## config.mk

```make
export PLATFORM = sky130hd
export DESIGN_NAME = usb_interface_machine
export DESIGN_NICKNAME = d
export VERILOG_FILES = /design/src/usb_interface_machine.v /design/src/flag_hold.v /design/src/crc16_check.v
export VERILOG_INCLUDE_DIRS = /design/src
export SDC_FILE = /design/constraint.sdc
export NUM_CORES = 1
export LEC_CHECK = 0
export BUFFER_PORTS_ARGS = -buffer_cell sky130_fd_sc_hd__buf_2
export CORE_MARGIN = 3
export CORE_UTILIZATION = 45
export CTS_CLUSTER_SIZE = 40
export DETAILED_ROUTE_END_ITERATION = 16
export HOLD_SLACK_MARGIN = 0.05
export SYNTH_ARGS = -nofsm -noshare
export SYNTH_HDL_FRONTEND = slang
export SYNTH_HIERARCHICAL = 1
export SYNTH_SLANG_ARGS = --single-unit
```

## constraint.sdc

```tcl
create_clock -name CORE_CLK_I -period 5.1 [get_ports CORE_CLK_I]
set_input_delay 1.02 -clock CORE_CLK_I [delete_from_list [all_inputs] [get_ports CORE_CLK_I]]
set_output_delay 1.02 -clock CORE_CLK_I [all_outputs]
set_load 0.01 [all_outputs]
```

## src/usb_interface_machine_regs.vh

```
// Operation
// - Mirror six on-the-go status inputs, reset zero.
// - Expose differential, minus, plus receive bits.
// - Drive serial SE0 and data from bits.
// - Active-low transmit enable bit resets to one.
// - Bit zero selects full/low-speed serial mode.
// - Flag six marks a good matching token.
// - Flags five, four, three show SE0, K, J.
// - Flag two marks data CRC16 failure.
// - Flags one, zero follow receive active, error.
// - Non-sticky flags six, two clear on next packet; others follow level.
// - Sticky flags hold until written one.
// - Four masks OR selected flags onto ports.
// - Eleven-bit frame counter, readable and writable.
// - Capture last packet identifier, reset zero.
// - Keep last endpoint with valid bit.
// - Tagged endpoints presented ORed with 0x10.
// - Accept only tokens matching programmed address, except SOF.
// - Any reset-register write restarts machine state.
`ifndef USB_INTERFACE_MACHINE_REGS_VH
`define USB_INTERFACE_MACHINE_REGS_VH
`define OFS_MACHINE_RESET 8'h00
`define OFS_DEVICE_ADDRESS 8'h08
`define OFS_OTG_STATUS 8'h14
`define OFS_SERIAL_LINE_CONTROL 8'h18
`define OFS_LINE_EVENT_FLAGS 8'h1c
`define OFS_FLAG_STICKINESS 8'h20
`define OFS_FLAG_PORT_MASKS 8'h24
`define OFS_FRAME_COUNTER 8'h28
`define OFS_LAST_PACKET_ID 8'h2c
`define OFS_LAST_ENDPOINT 8'h30
`define OFS_ENDPOINT_TAG_SELECT 8'h34
`define OFS_OTG_FLAG_MASK 8'h38
`define OFS_POWER_SIGNAL 8'h3c
`define SERIAL_DIFF_RX_BIT 6
`define SERIAL_MINUS_RX_BIT 5
`define SERIAL_PLUS_RX_BIT 4
`define SERIAL_TX_SE0_BIT 3
`define SERIAL_TX_DATA_BIT 2
`define SERIAL_TX_EN_LOW_BIT 1
`define SERIAL_FSLS_BIT 0
`define SERIAL_CONTROL_RESET 4'h2
`define FLAG_TOKEN_BIT 6
`define FLAG_SE0_BIT 5
`define FLAG_K_BIT 4
`define FLAG_J_BIT 3
`define FLAG_CRC16_BIT 2
`define FLAG_RX_ACTIVE_BIT 1
`define FLAG_RX_ERROR_BIT 0
`define FLAG_LEVEL_BITS 7'h3b
`define ENDPOINT_VALID_BIT 4
`define POWER_VALID_BIT 8
`define LINE_SE0 2'h0
`define LINE_J 2'h1
`define LINE_K 2'h2
`define PID_OUT 4'h1
`define PID_IN 4'h9
`define PID_SOF 4'h5
`define PID_SETUP 4'hd
`define PID_DATA_LOW2 2'h3
`define CRC5_INIT 5'h1f
`define CRC5_POLY 5'h05
`define CRC5_RESIDUE 5'h0c
`define CRC16_INIT 16'hffff
`define CRC16_POLY 16'h8005
`define CRC16_RESIDUE 16'h800d
`endif

```

## src/usb_interface_machine.v

```verilog
`timescale 1ns/100ps
`default_nettype none
`include "usb_interface_machine_regs.vh"
module usb_interface_machine #(
    parameter FLAG_W = 7,
    parameter FRAME_W = 11
) (
    input wire CORE_CLK_I,
    input wire RST_B_I,
    input wire CE_I,
    input wire REG_WR_I,
    input wire REG_RD_I,
    input wire [7:0] REG_ADDR_I,
    input wire [31:0] REG_WDATA_I,
    output reg [31:0] REG_RDATA_O,
    input wire [7:0] RX_DATA_I,
    input wire RX_VALID_I,
    input wire RX_ACTIVE_I,
    input wire RX_ERROR_I,
    input wire [1:0] LINE_STATE_I,
    input wire B_SESSION_VALID_I,
    input wire ID_GROUND_I,
    input wire HOST_DISCONNECT_I,
    input wire BUS_POWER_VALID_I,
    input wire SESSION_VALID_I,
    input wire SESSION_END_I,
    input wire DIFF_RX_I,
    input wire MINUS_LINE_RX_I,
    input wire PLUS_LINE_RX_I,
    output wire SERIAL_TX_SE0_O,
    output wire SERIAL_TX_BIT_O,
    output wire SERIAL_TX_ENABLE_B_O,
    output wire FULL_LOW_SPEED_SERIAL_O,
    output reg FLAG_PORT0_O,
    output reg FLAG_PORT1_O,
    output reg FLAG_PORT2_O,
    output reg FLAG_PORT3_O,
    output reg [4:0] RX_ENDPOINT_O,
    output reg RX_ENDPOINT_VALID_O
);
    localparam ST_PID = 2'h0;
    localparam ST_TOKEN = 2'h1;
    localparam ST_DATA = 2'h2;
    localparam ST_SKIP = 2'h3;

    reg [5:0] otg_status_r;
    reg [2:0] rx_lines_r;
    reg [3:0] serial_ctl_r;
    reg [6:0] dev_addr_r;
    reg [FLAG_W-1:0] hold_sel_r;
    reg [31:0] port_masks_r;
    reg [FRAME_W-1:0] frame_r;
    reg [FRAME_W-1:0] frame_nxt;
    reg [3:0] pid_r;
    reg [3:0] ep_r;
    reg ep_valid_r;
    reg [15:0] ep_tag_r;
    reg [31:0] otg_mask_r;
    reg [8:0] power_sig_r;
    reg [1:0] state_r;
    reg [1:0] state_nxt;
    reg [1:0] count_r;
    reg [3:0] tok_pid_r;
    reg [7:0] tok_lo_r;
    reg [7:0] tok_hi_r;
    reg rx_active_d_r;
    reg token_ok_r;
    reg crc_fail_r;
    reg [31:0] rdata_nxt;

    wire [FLAG_W-1:0] flags;
    wire [FLAG_W-1:0] flag_events;
    wire soft_rst;
    wire wr_flags;
    wire packet_start;
    wire packet_end;
    wire byte_in;
    wire pid_good;
    wire is_token;
    wire is_data;
    wire crc16_ok;
    wire crc5_ok;
    wire addr_match;
    wire tok_is_sof;
    wire token_good;
    wire [3:0] tok_ep;

    function wr_hit;
        input [7:0] ofs;
        begin
            wr_hit = REG_WR_I & (REG_ADDR_I == ofs);
        end
    endfunction

    function any_selected;
        input [7:0] mask;
        input [FLAG_W-1:0] f;
        begin
            any_selected = |(mask[FLAG_W-1:0] & f);
        end
    endfunction

    function [4:0] crc5_token;
        input [15:0] d;
        integer k;
        reg [4:0] c;
        begin
            c = `CRC5_INIT;
            for (k = 0; k < 16; k = k + 1)
                c = {c[3:0], 1'b0} ^ ((c[4] ^ d[k]) ? `CRC5_POLY : 5'h00);
            crc5_token = c;
        end
    endfunction

    // A write of any data to the reset offset restarts the machine.
    assign soft_rst = CE_I & wr_hit(`OFS_MACHINE_RESET);
    assign wr_flags = wr_hit(`OFS_LINE_EVENT_FLAGS);
    assign packet_start = RX_ACTIVE_I & ~rx_active_d_r;
    assign packet_end = ~RX_ACTIVE_I & rx_active_d_r;
    assign byte_in = RX_ACTIVE_I & RX_VALID_I;
    assign pid_good = (RX_DATA_I[7:4] == ~RX_DATA_I[3:0]);
    assign is_token = (RX_DATA_I[3:0] == `PID_OUT) || (RX_DATA_I[3:0] == `PID_IN)
                      || (RX_DATA_I[3:0] == `PID_SOF) || (RX_DATA_I[3:0] == `PID_SETUP);
    assign is_data = (RX_DATA_I[1:0] == `PID_DATA_LOW2);
    assign crc5_ok = (crc5_token({tok_hi_r, tok_lo_r}) == `CRC5_RESIDUE);
    assign tok_is_sof = (tok_pid_r == `PID_SOF);
    assign tok_ep = {tok_hi_r[2:0], tok_lo_r[7]};
    // Frame tokens carry no address, so only addressed tokens are filtered.
    assign addr_match = tok_is_sof | (tok_lo_r[6:0] == dev_addr_r);
    assign token_good = packet_end & (state_r == ST_TOKEN) & (count_r == 2'h2)
                        & crc5_ok & addr_match;

    assign SERIAL_TX_SE0_O = serial_ctl_r[`SERIAL_TX_SE0_BIT];
    assign SERIAL_TX_BIT_O = serial_ctl_r[`SERIAL_TX_DATA_BIT];
    assign SERIAL_TX_ENABLE_B_O = serial_ctl_r[`SERIAL_TX_EN_LOW_BIT];
    assign FULL_LOW_SPEED_SERIAL_O = serial_ctl_r[`SERIAL_FSLS_BIT];

    assign flag_events[`FLAG_TOKEN_BIT] = token_ok_r;
    assign flag_events[`FLAG_SE0_BIT] = (LINE_STATE_I == `LINE_SE0);
    assign flag_events[`FLAG_K_BIT] = (LINE_STATE_I == `LINE_K);
    assign flag_events[`FLAG_J_BIT] = (LINE_STATE_I == `LINE_J);
    assign flag_events[`FLAG_CRC16_BIT] = crc_fail_r;
    assign flag_events[`FLAG_RX_ACTIVE_BIT] = RX_ACTIVE_I;
    assign flag_events[`FLAG_RX_ERROR_BIT] = RX_ERROR_I;

    flag_hold #(
        .WIDTH(FLAG_W),
        .LEVEL_BITS(`FLAG_LEVEL_BITS)
    ) u_flags (
        .clk_i(CORE_CLK_I),
        .rst_b_i(RST_B_I),
        .ce_i(CE_I),
        .soft_rst_i(soft_rst),
        .event_i(flag_events),
        .hold_i(hold_sel_r),
        .packet_start_i(packet_start),
        .wr_i(wr_flags),
        .wdata_i(REG_WDATA_I[FLAG_W-1:0]),
        .flags_o(flags)
    );

    crc16_check u_crc16 (
        .clk_i(CORE_CLK_I),
        .rst_b_i(RST_B_I),
        .ce_i(CE_I),
        .init_i(packet_start),
        .byte_vld_i(byte_in & (state_r == ST_DATA)),
        .byte_i(RX_DATA_I),
        .crc_ok_o(crc16_ok)
    );

    always @*
    begin
        state_nxt = state_r;
        if (packet_end | packet_start)
            state_nxt = ST_PID;
        else if (byte_in)
        begin
            case (state_r)
                ST_PID:
                begin
                    if (!pid_good)
                        state_nxt = ST_SKIP;
                    else if (is_token)
                        state_nxt = ST_TOKEN;
                    else if (is_data)
                        state_nxt = ST_DATA;
                    else
                        state_nxt = ST_SKIP;
                end
                ST_TOKEN: state_nxt = ST_TOKEN;
                ST_DATA: state_nxt = ST_DATA;
                default: state_nxt = ST_SKIP;
            endcase
        end
    end

    // Receive parser: PID byte, then token bytes or data bytes.
    always @(posedge CORE_CLK_I or negedge RST_B_I)
    begin
        if (!RST_B_I)
        begin
            state_r <= ST_PID;
            count_r <= 2'h0;
            tok_pid_r <= 4'h0;
            tok_lo_r <= 8'h00;
            tok_hi_r <= 8'h00;
            rx_active_d_r <= 1'b0;
            token_ok_r <= 1'b0;
            crc_fail_r <= 1'b0;
            pid_r <= 4'h0;
        end
        else if (CE_I)
        begin
            if (soft_rst)
            begin
                state_r <= ST_PID;
                count_r <= 2'h0;
                tok_pid_r <= 4'h0;
                tok_lo_r <= 8'h00;
                tok_hi_r <= 8'h00;
                rx_active_d_r <= 1'b0;
                token_ok_r <= 1'b0;
                crc_fail_r <= 1'b0;
                pid_r <= 4'h0;
            end
            else
            begin
                rx_active_d_r <= RX_ACTIVE_I;
                state_r <= state_nxt;
                token_ok_r <= token_good;
                // A data packet with fewer than three bytes after its PID also counts as failed.
                crc_fail_r <= packet_end & (state_r == ST_DATA)
                              & ((count_r != 2'h3) | ~crc16_ok);
                if (packet_start)
                    count_r <= 2'h0;
                else if (byte_in & (state_r != ST_PID) & (count_r != 2'h3))
                    count_r <= count_r + 2'h1;
                if (byte_in & (state_r == ST_PID))
                begin
                    pid_r <= RX_DATA_I[3:0];
                    tok_pid_r <= RX_DATA_I[3:0];
                end
                if (byte_in & (state_r == ST_TOKEN) & (count_r == 2'h0))
                    tok_lo_r <= RX_DATA_I;
                if (byte_in & (state_r == ST_TOKEN) & (count_r == 2'h1))
                    tok_hi_r <= RX_DATA_I;
            end
        end
    end

    always @*
    begin
        frame_nxt = frame_r;
        if (wr_hit(`OFS_FRAME_COUNTER))
            frame_nxt = REG_WDATA_I[FRAME_W-1:0];
        // The bus decode loads the new frame over a software write in the same cycle.
        if (token_good & tok_is_sof)
            frame_nxt = {tok_hi_r[2:0], tok_lo_r};
    end

    // Endpoint capture and frame count.
    always @(posedge CORE_CLK_I or negedge RST_B_I)
    begin
        if (!RST_B_I)
        begin
            frame_r <= {FRAME_W{1'b0}};
            ep_r <= 4'h0;
            ep_valid_r <= 1'b0;
            RX_ENDPOINT_O <= 5'h00;
            RX_ENDPOINT_VALID_O <= 1'b0;
        end
        else if (CE_I)
        begin
            if (soft_rst)
            begin
                frame_r <= {FRAME_W{1'b0}};
                ep_r <= 4'h0;
                ep_valid_r <= 1'b0;
                RX_ENDPOINT_O <= 5'h00;
                RX_ENDPOINT_VALID_O <= 1'b0;
            end
            else
            begin
                frame_r <= frame_nxt;
                RX_ENDPOINT_VALID_O <= 1'b0;
                if (token_good & ~tok_is_sof)
                begin
                    ep_r <= tok_ep;
                    ep_valid_r <= 1'b1;
                    RX_ENDPOINT_O <= {ep_tag_r[tok_ep], tok_ep};
                    RX_ENDPOINT_VALID_O <= 1'b1;
                end
            end
        end
    end

    // Software registers and the line status mirrors.
    always @(posedge CORE_CLK_I or negedge RST_B_I)
    begin
        if (!RST_B_I)
        begin
            otg_status_r <= 6'h00;
            rx_lines_r <= 3'h0;
            serial_ctl_r <= `SERIAL_CONTROL_RESET;
            dev_addr_r <= 7'h00;
            hold_sel_r <= {FLAG_W{1'b0}};
            port_masks_r <= 32'h00000000;
            ep_tag_r <= 16'h0000;
            otg_mask_r <= 32'h00000000;
            power_sig_r <= 9'h000;
        end
        else if (CE_I)
        begin
            otg_status_r <= {B_SESSION_VALID_I, ID_GROUND_I, HOST_DISCONNECT_I,
                             BUS_POWER_VALID_I, SESSION_VALID_I, SESSION_END_I};
            rx_lines_r <= {DIFF_RX_I, MINUS_LINE_RX_I, PLUS_LINE_RX_I};
            if (wr_hit(`OFS_SERIAL_LINE_CONTROL))
                serial_ctl_r <= REG_WDATA_I[3:0];
            // The transceiver controls stay put across a machine reset.
            if (soft_rst)
            begin
                dev_addr_r <= 7'h00;
                hold_sel_r <= {FLAG_W{1'b0}};
                port_masks_r <= 32'h00000000;
                ep_tag_r <= 16'h0000;
                otg_mask_r <= 32'h00000000;
                power_sig_r <= 9'h000;
            end
            else
            begin
                if (wr_hit(`OFS_DEVICE_ADDRESS))
                    dev_addr_r <= REG_WDATA_I[6:0];
                if (wr_hit(`OFS_FLAG_STICKINESS))
                    hold_sel_r <= REG_WDATA_I[FLAG_W-1:0];
                if (wr_hit(`OFS_FLAG_PORT_MASKS))
                    port_masks_r <= REG_WDATA_I;
                if (wr_hit(`OFS_ENDPOINT_TAG_SELECT))
                    ep_tag_r <= REG_WDATA_I[15:0];
                if (wr_hit(`OFS_OTG_FLAG_MASK))
                    otg_mask_r <= REG_WDATA_I;
                if (wr_hit(`OFS_POWER_SIGNAL))
                    power_sig_r <= REG_WDATA_I[8:0];
            end
        end
    end

    // Each port goes high while any flag its mask selects is high.
    always @(posedge CORE_CLK_I or negedge RST_B_I)
    begin
        if (!RST_B_I)
        begin
            FLAG_PORT0_O <= 1'b0;
            FLAG_PORT1_O <= 1'b0;
            FLAG_PORT2_O <= 1'b0;
            FLAG_PORT3_O <= 1'b0;
        end
        else if (CE_I)
        begin
            FLAG_PORT0_O <= any_selected(port_masks_r[7:0], flags);
            FLAG_PORT1_O <= any_selected(port_masks_r[15:8], flags);
            FLAG_PORT2_O <= any_selected(port_masks_r[23:16], flags);
            FLAG_PORT3_O <= any_selected(port_masks_r[31:24], flags);
        end
    end

    always @*
    begin
        rdata_nxt = 32'h00000000;
        case (REG_ADDR_I)
            `OFS_DEVICE_ADDRESS: rdata_nxt[6:0] = dev_addr_r;
            `OFS_OTG_STATUS: rdata_nxt[5:0] = otg_status_r;
            `OFS_SERIAL_LINE_CONTROL: rdata_nxt[6:0] = {rx_lines_r, serial_ctl_r};
            `OFS_LINE_EVENT_FLAGS: rdata_nxt[FLAG_W-1:0] = flags;
            `OFS_FLAG_STICKINESS: rdata_nxt[FLAG_W-1:0] = hold_sel_r;
            `OFS_FLAG_PORT_MASKS: rdata_nxt = port_masks_r;
            `OFS_FRAME_COUNTER: rdata_nxt[FRAME_W-1:0] = frame_r;
            `OFS_LAST_PACKET_ID: rdata_nxt[3:0] = pid_r;
            `OFS_LAST_ENDPOINT: rdata_nxt[4:0] = {ep_valid_r, ep_r};
            `OFS_ENDPOINT_TAG_SELECT: rdata_nxt[15:0] = ep_tag_r;
            `OFS_OTG_FLAG_MASK: rdata_nxt = otg_mask_r;
            `OFS_POWER_SIGNAL: rdata_nxt[8:0] = power_sig_r;
            default: rdata_nxt = 32'h00000000;
        endcase
    end

    // Read data is held until the next read so the processor may sample late.
    always @(posedge CORE_CLK_I or negedge RST_B_I)
    begin
        if (!RST_B_I)
            REG_RDATA_O <= 32'h00000000;
        else if (CE_I & REG_RD_I)
            REG_RDATA_O <= rdata_nxt;
    end
endmodule // usb_interface_machine
`default_nettype wire

```

## src/flag_hold.v

```verilog
`timescale 1ns/100ps
`default_nettype none
module flag_hold #(
    parameter WIDTH = 7,
    parameter [WIDTH-1:0] LEVEL_BITS = 7'h3b
) (
    input wire clk_i,
    input wire rst_b_i,
    input wire ce_i,
    input wire soft_rst_i,
    input wire [WIDTH-1:0] event_i,
    input wire [WIDTH-1:0] hold_i,
    input wire packet_start_i,
    input wire wr_i,
    input wire [WIDTH-1:0] wdata_i,
    output reg [WIDTH-1:0] flags_o
);
    reg [WIDTH-1:0] flags_nxt;
    integer i;
    always @*
    begin
        flags_nxt = flags_o;
        for (i = 0; i < WIDTH; i = i + 1)
        begin
            if (hold_i[i])
                // A new event wins over a software clear in the same cycle.
                flags_nxt[i] = event_i[i] | (flags_o[i] & ~(wr_i & wdata_i[i]));
            else if (LEVEL_BITS[i])
                flags_nxt[i] = event_i[i];
            else if (wr_i)
                flags_nxt[i] = event_i[i] | wdata_i[i];
            else
                flags_nxt[i] = event_i[i] | (flags_o[i] & ~packet_start_i);
        end
    end
    always @(posedge clk_i or negedge rst_b_i)
    begin
        if (!rst_b_i)
            flags_o <= {WIDTH{1'b0}};
        else if (ce_i)
        begin
            if (soft_rst_i)
                flags_o <= {WIDTH{1'b0}};
            else
                flags_o <= flags_nxt;
        end
    end
endmodule // flag_hold
`default_nettype wire

```

## src/crc16_check.v

```verilog
`timescale 1ns/100ps
`default_nettype none
`include "usb_interface_machine_regs.vh"
module crc16_check (
    input wire clk_i,
    input wire rst_b_i,
    input wire ce_i,
    input wire init_i,
    input wire byte_vld_i,
    input wire [7:0] byte_i,
    output wire crc_ok_o
);
    reg [15:0] crc_r;
    // Bits enter least significant first, as they travel on the wire.
    function [15:0] crc16_byte;
        input [15:0] crc;
        input [7:0] d;
        integer k;
        reg [15:0] c;
        begin
            c = crc;
            for (k = 0; k < 8; k = k + 1)
                c = {c[14:0], 1'b0} ^ ((c[15] ^ d[k]) ? `CRC16_POLY : 16'h0000);
            crc16_byte = c;
        end
    endfunction
    always @(posedge clk_i or negedge rst_b_i)
    begin
        if (!rst_b_i)
            crc_r <= `CRC16_INIT;
        else if (ce_i)
        begin
            if (init_i)
                crc_r <= `CRC16_INIT;
            else if (byte_vld_i)
                crc_r <= crc16_byte(crc_r, byte_i);
        end
    end
    assign crc_ok_o = (crc_r == `CRC16_RESIDUE);
endmodule // crc16_check
`default_nettype wire

```

# ---- After elaboration in Yosys (flattened, before gate mapping)
# Index checks and enable logic that the tools add are counted.
dict set report classes {
  n_mux 88
  mul 0
  eq_ne 29
  n_addsub 1
  n_div 0
  n_lt_le_gt_ge 1
  reduce_logical 41
  bitwise 124
  shifts 0
}
# cell n
set ops {}
lappend ops {{two-way mux 16 bit} 12}
lappend ops {{two-way mux 32 bit} 4}
lappend ops {{XOR 16 bit} 8}
lappend ops {{XOR 5 x 3 -> 5 bit} 15}
lappend ops {{== test 8 x 6 -> 1 bit (second input constant)} 8}
lappend ops {{two-way mux 3 bit} 16}
lappend ops {{one-hot mux 4 bit (12 select lines)} 1}
lappend ops {{AND 1 bit} 46}
lappend ops {{two-way mux 7 bit} 5}
lappend ops {{two-way mux 11 bit} 3}
lappend ops {{two-way mux 8 bit} 4}
lappend ops {{one-hot mux 16 bit (2 select lines)} 1}
lappend ops {{AND reduction 2 bit} 15}
lappend ops {{AND 7 bit} 4}
lappend ops {{OR reduction 7 bit} 4}
lappend ops {{== test 8 x 5 -> 1 bit (second input constant)} 3}
lappend ops {{nonzero test 2 bit} 12}
lappend ops {{XOR 1 bit} 23}
lappend ops {{two-way mux 1 bit} 18}
lappend ops {{two-way mux 9 bit} 2}
lappend ops {{== test 16 bit (second input constant)} 1}
lappend ops {{two-way mux 2 bit} 8}
lappend ops {{two-way mux 4 bit} 4}
lappend ops {{one-hot mux 5 bit (3 select lines)} 1}
lappend ops {{other kinds (28)} 66}
dict set report word_totals {
  ramBits 0
  reg_bits 224
  mem_bits_ro 0
  out_inout_bits 46
  in_bits 67
  mem_count 0
  latch_bits 0
}

# ---- Depth between registers and ports, before layout
dict set report depth {
  ltp_word 53
  depth_mapped 10
  ltp_nobuf 7
}

# ---- Hierarchy
# Netlist, hierarchy kept.
# mod seq_area_each_um2 area_each_um2 n_inst cells_each
set modules_own_cells {}
lappend modules_own_cells {usb_interface_machine 4931.0 9634.2 1 956}
lappend modules_own_cells {crc16_check 420.4 899.6 1 85}
lappend modules_own_cells {flag_hold 175.2 417.9 1 47}

# ---- Worst setup path after synthesis
# No wires, ideal clock.
dict set report synth_timing {
  path_kind {in2reg}
  from {in REG_ADDR_I[2]}
  to {reg u_flags.flags_o[2]}
  path_stages 10
  t_arrival_ns 2.942
  setup_slack_ns 2.032
  path_buffers 4
  required_ns 4.974
  path_cell_list {buf_2 > nor4_4 > and2_1 > nand2_1 > inv_2 > buf_2 > buf_2 > buf_4 > a21oi_1 > a311o_1}
}
dict set report synth_via {
  word_cells_on_any_way 12
  classes_between {eq/ne: 1; mux: 3; bitwise: 7; reduce/logical: 1}
}
# element line
set synth_rtl {}
lappend synth_rtl {{start: declaration} usb_interface_machine.v:13} ;# input wire [7:0] REG_ADDR_I,
lappend synth_rtl {{logical NOT 8 bit} usb_interface_machine.v:91} ;# wr_hit = REG_WR_I & (REG_ADDR_I == ofs);
lappend synth_rtl {{AND 1 bit} usb_interface_machine.v:91}
lappend synth_rtl {{AND 1 bit} usb_interface_machine.v:116} ;# assign soft_rst = CE_I & wr_hit(`OFS_MACHINE_RESET);
lappend synth_rtl {{via soft_rst} usb_interface_machine.v:73} ;# wire soft_rst;
lappend synth_rtl {{two-way mux 7 bit} flag_hold.v:42} ;# if (soft_rst_i)
lappend synth_rtl {{end signal: assignment} flag_hold.v:39} ;# flags_o <= {WIDTH{1'b0}};
lappend synth_rtl {{end signal: assignment} flag_hold.v:43} ;# flags_o <= {WIDTH{1'b0}};
lappend synth_rtl {{end signal: assignment} flag_hold.v:45} ;# flags_o <= flags_nxt;
lappend synth_rtl {{end: declaration} flag_hold.v:16} ;# output reg [WIDTH-1:0] flags_o
# The timed path passes the listed nets, and every way through them passes these cells.
# A chain may end at the register's enable or synchronous reset.

# ---- Final worst setup path
dict set report layout_timing {
  from {in REG_ADDR_I[2]}
  to {reg port_masks_r[4]}
}
dict set report layout_via {
  elab_chain_cells 5
  word_cells_on_any_way 8
  classes_between {eq/ne: 1; mux: 1; bitwise: 3; reduce/logical: 3}
}
# element line
set layout_rtl {}
lappend layout_rtl {{logical NOT 8 bit} usb_interface_machine.v:91}
lappend layout_rtl {{AND 1 bit} usb_interface_machine.v:91}
lappend layout_rtl {{AND 1 bit} usb_interface_machine.v:116}
lappend layout_rtl {{nonzero test 2 bit (no line)} n/a}
lappend layout_rtl {{AND reduction 2 bit (no line)} n/a}
lappend layout_rtl {{end signal: assignment} usb_interface_machine.v:308} ;# port_masks_r <= 32'h00000000;
lappend layout_rtl {{end signal: assignment} usb_interface_machine.v:325} ;# port_masks_r <= 32'h00000000;
lappend layout_rtl {{end signal: assignment} usb_interface_machine.v:337} ;# port_masks_r <= REG_WDATA_I;
lappend layout_rtl {{end: declaration} usb_interface_machine.v:51} ;# reg [31:0] port_masks_r;
# Several ways; a longest one is shown, not always the timed one.

==> flow_summary.yaml <==
cells_and_area:
  flow.area_growth_from_synthesis_pct: 15.2
  num_antenna_cells: 0
  fill_cell_total_of_the_finished_layout: 2239
  post_route_cells_drive_above_1_share_pct: 21.3
  area_of_combinational_cells_with_multiple_inputs_um2: 5040
  fin_cells: 1507
  final_net_count: 1241
  final-seq-area_um2: 5530
  postLayoutCellArea_um2: 12600
cts:
  cts.path.max_buffers: 3
  clkSinkCount: 220
  post-cts-setup-buffer-count: 0
  clkLatencyLatePin_ps: 520
  cts_tree: "done"
  cts_hold_buffers: 0
  numCtsBuffers: 26
  post_cts_resize_count: 0
  cts_h_tree_depth: 1
  clock_transition_at_the_register_clock_pins_on_the_worst_setup_and_hold_paths_after_cts_ps: 60
  clockRootBuffer: "sky130_fd_sc_hd__clkbuf_16"
floorplanning:
  core_um2: 23700
  die_height_um: 162
  top_level_ports: 113
  start_util_pct: 46.2
  placement_rows: 56
  die-width_um: 162
  floorplan.die_area_um2: 26200
yosys:
  synth_area_leader_cell: "sky130_fd_sc_hd__dfrtp_1"
  synth-async-reset-ratio_pct: 100
  multiplexer_fraction_of_the_synthesized_cell_area_pct: 8.43
  synth_instances: 1088
  synth_nets: 1161
  synth_top_cell_area_share_pct: 46.4
  synth-compound-area-share_pct: 17.9
  synth_ff_type: "sky130_fd_sc_hd__dfrtp_1"
  ys_seq_area_share_pct: 50.5
  synth_simple_gate_area_share_pct: 14.3
  synth_enable_flop_cells: 0
  ys_top_cells_by_count: "sky130_fd_sc_hd__dfrtp_1, sky130_fd_sc_hd__nand2_1, sky130_fd_sc_hd__o21ai_0, sky130_fd_sc_hd__a22oi_1, sky130_fd_sc_hd__nor2_1"
  yosysMostFrequentCell: "sky130_fd_sc_hd__dfrtp_1"
  synth.yosys.warnings: 6
  synthTopCellsByArea: "sky130_fd_sc_hd__dfrtp_1, sky130_fd_sc_hd__nand2_1, sky130_fd_sc_hd__o21ai_0"
  synth_xor_xnor_area_share_pct: 4.36
  yosys.area_share.adder_pct: 0.685
  synth_cell_type_count: 76
  synth_top_family_by_area: "compound AO/OA/AOI/OAI gates"
  syn-cell-area_um2: 11000
  ys_ff_latch: 220
  syn_area_per_cell_um2: 10.1
detailed_routing:
  detailedRoute.firstPassIterationCount: 5
  route.final.wire_length_um: 31600
  detail-route-antenna-nets: 0
  dr.first_iter.drc_count: 728
  remaining_drc_errors: 0
  post_drt_wl_per_cell_um: 21.0
  drt-vias-per-instance: 5.77
  routed_via_count: 8688
run_status:
  status: "finished clean"
power_and_ir_drop:
  peakVddDrop_mv: 0.443
  internal_power_mw: 3.67
  share_clk_of_total_power_pct: 36.1
  power_frac_seq_pct: 42.6
  power_density_nw_per_um2: 418
  power.share.switching_pct: 30.3
  net-switching-power_mw: 1.60
  cellLeakagePower_nw: 5.85
  combinationalPowerShare_pct: 21.3
setup_path:
  critical_path.top_delay_family: "simple AND/OR/NAND/NOR gates"
  cell_repeated_most_along_the_worst_path: "sky130_fd_sc_hd__nand2_1"
  cpPeakStageDelay_ps: 570
  timing.critical_path.to_type: "register"
  crit_path_cell_trace: "buf_2 > nor2b_1 > nand2_1 > nor2_2 > a21oi_4 > buf_4 > nand2_1 > o21ai_0"
  critical_path_arrival_ps: 3510
  crit_path_slowest_cell: "sky130_fd_sc_hd__nor2b_1"
  critPathRequiredTime_ps: 5490
  path_class: "input port to register"
  cp-start-kind: "input port"
  path_buf_inv: 2
  critical_path_peak_fanout: 46
grt:
  wire_length_of_the_first_global_routing_pass_um: 49900
  grt_pass1_vias: 8680
  grt_use_total_pct: 24.1
  grt_antenna_before_repair: 0
  globalRoute.totalOverflow: 0
  maximum_number_of_pins_on_one_net_before_global_route_repair: 118
sta:
  fin_setup_tns_ps: 0
  number_of_hold_violations_in_the_final_report: 0
  achievable-frequency_ghz: 0.321
  relSlewSlack_pct: 22.4
  fin_worst_skew_ps: 8.30
  final.hold.worst_slack_ps: 468
  final_worst_path_period_share_pct: 61.2
  slew_of_the_pin_with_the_lowest_slew_margin_ps: 1160
  period_minus_slack_ps: 3120
  grt_setup_unrepaired: "false"
  drv_slew: 0
  setup_viol: 0
placed_design:
  numPortBuffers: 112
  routabilityCongestion: 0.920
  detailed_place_hpwl_um: 22000
  placedInstanceArea_um2: 11700
  placed_cells_incl_taps: 1459
min_path:
  worstHoldPathType: "register to register"
job:
  maxCapViolCount: 0
[final timing paths]
| path | start | to | slack (ps) | cells past startpoint |
|---|---|---|---|---|
| max reg2reg | tok_lo_r[7]$_DFFE_PN0P_ | frame_r[10]$_DFFE_PN0P_ | 2620 | 6 |
| min reg2reg | u_crc16/crc_r[10]$_DFFE_PN1P_ | u_crc16/crc_r[10]$_DFFE_PN1P_ | 470 | 2 |
| min in group asynchronous | RST_B_I | frame_r[5]$_DFFE_PN0P_ | 580 | 1 |
| min | u_crc16/crc_r[10]$_DFFE_PN1P_ | u_crc16/crc_r[10]$_DFFE_PN1P_ | 470 | 2 |
| max in group asynchronous | RST_B_I | u_crc16/crc_r[1]$_DFFE_PN1P_ | 3560 | 2 |
| max | REG_ADDR_I[2] | port_masks_r[4]$_DFFE_PN0P_ | 1980 | 8 |
[final cells by class]
| cell class | count | area share (%) |
|---|---|---|
| Timing Repair Buffer | 126 | 5.46 |
| Tap cell | 319 | 3.16 |
| Inverter | 19 | 0.565 |
| Multi-Input combinational cell | 775 | 39.9 |
| Clock inverter | 12 | 1.11 |
| Clock buffer | 36 | 5.94 |
| Sequential cell | 220 | 43.8 |
[metal layers]
metal  track usage, %  up-vias  wire length [µm]
met4             7.17        0               972
met1             34.6     4273             14300
met3             4.00       53              1820
met5                0        -                 0
li1                 -     4089                 -
met2             37.8      273             14600
[sequential cells by signal, indices dropped and copies added (netlist names), 8 cells and up]
signal and cells:
u_crc16/crc_r 16, power_sig_r 9, tok_hi_r 8, port_masks_r 32, ep_tag_r 16, otg_mask_r 32, REG_RDATA_O 32, tok_lo_r 8
frame_r 11
[cells in the final DEF, fill, tap and decap left out, drive strengths merged, types with 3 or more instances in the layout]
master,count
and3,4
buf,126
a32oi,11
mux4,6
and2,5
a222oi,7
or4,3
nor4,7
nand3,16
a221oi,6
dfrtp,203
nand4,10
nand2b,4
nand2,188
mux2,38
clkinv,8
nor2b,15
a21oi,28
ha,6
nand4b,3
o32ai,3
a22oi,58
a22o,13
nor3,14
xnor2,27
a21o,7
clkbuf,36
o22ai,8
inv,19
bufinv,3
o21ai,140
xor2,17
a41oi,4
mux2i,36
a31oi,6
nor2,53
dfstp,17
nor3b,3
[metrics by stage]
| step | worst slack [ps] | power [mW] | utilization, % |
|---|---|---|---|
| after floorplan | 2030 | 3.08 | - |
| after global placement | 1630 | 3.36 | 49.5 |
| after detailed placement | 1530 | 3.39 | 49.5 |
| after CTS | 2080 | 5.31 | 53.3 |
| after global routing | 1800 | 5.54 | 53.3 |
| final | 1980 | 5.27 | 53.3 |
[worst register-to-register path: stages (launching register included)]
cell,delay (ps)
sky130_fd_sc_hd__dfrtp_1,580
sky130_fd_sc_hd__xnor2_1,390
sky130_fd_sc_hd__xnor2_1,150
sky130_fd_sc_hd__or4_4,500
sky130_fd_sc_hd__o21ai_4,140
sky130_fd_sc_hd__nand4_4,350
sky130_fd_sc_hd__mux2i_1,280
[logic make-up after synthesis]
family	after synthesis
AND/OR/NAND/NOR	336
XOR/XNOR	47
AO/OA/AOI/OAI	306
buffers and inverters	93
multiplexers	80
flip-flops	220
adder cells (fa/ha/maj)	6
[power groups by stage]
stage               logic (mW)  registers, mW  clock network [mW]
floorplan                0.957           2.12                   0
global placement          1.10           2.27                   0
detailed placement        1.11           2.27                   0
CTS                       1.12           2.24                1.95
global route              1.25           2.27                2.02
finish                    1.12           2.25                1.90
No activity file was read; power rests on OpenSTA's default activity.
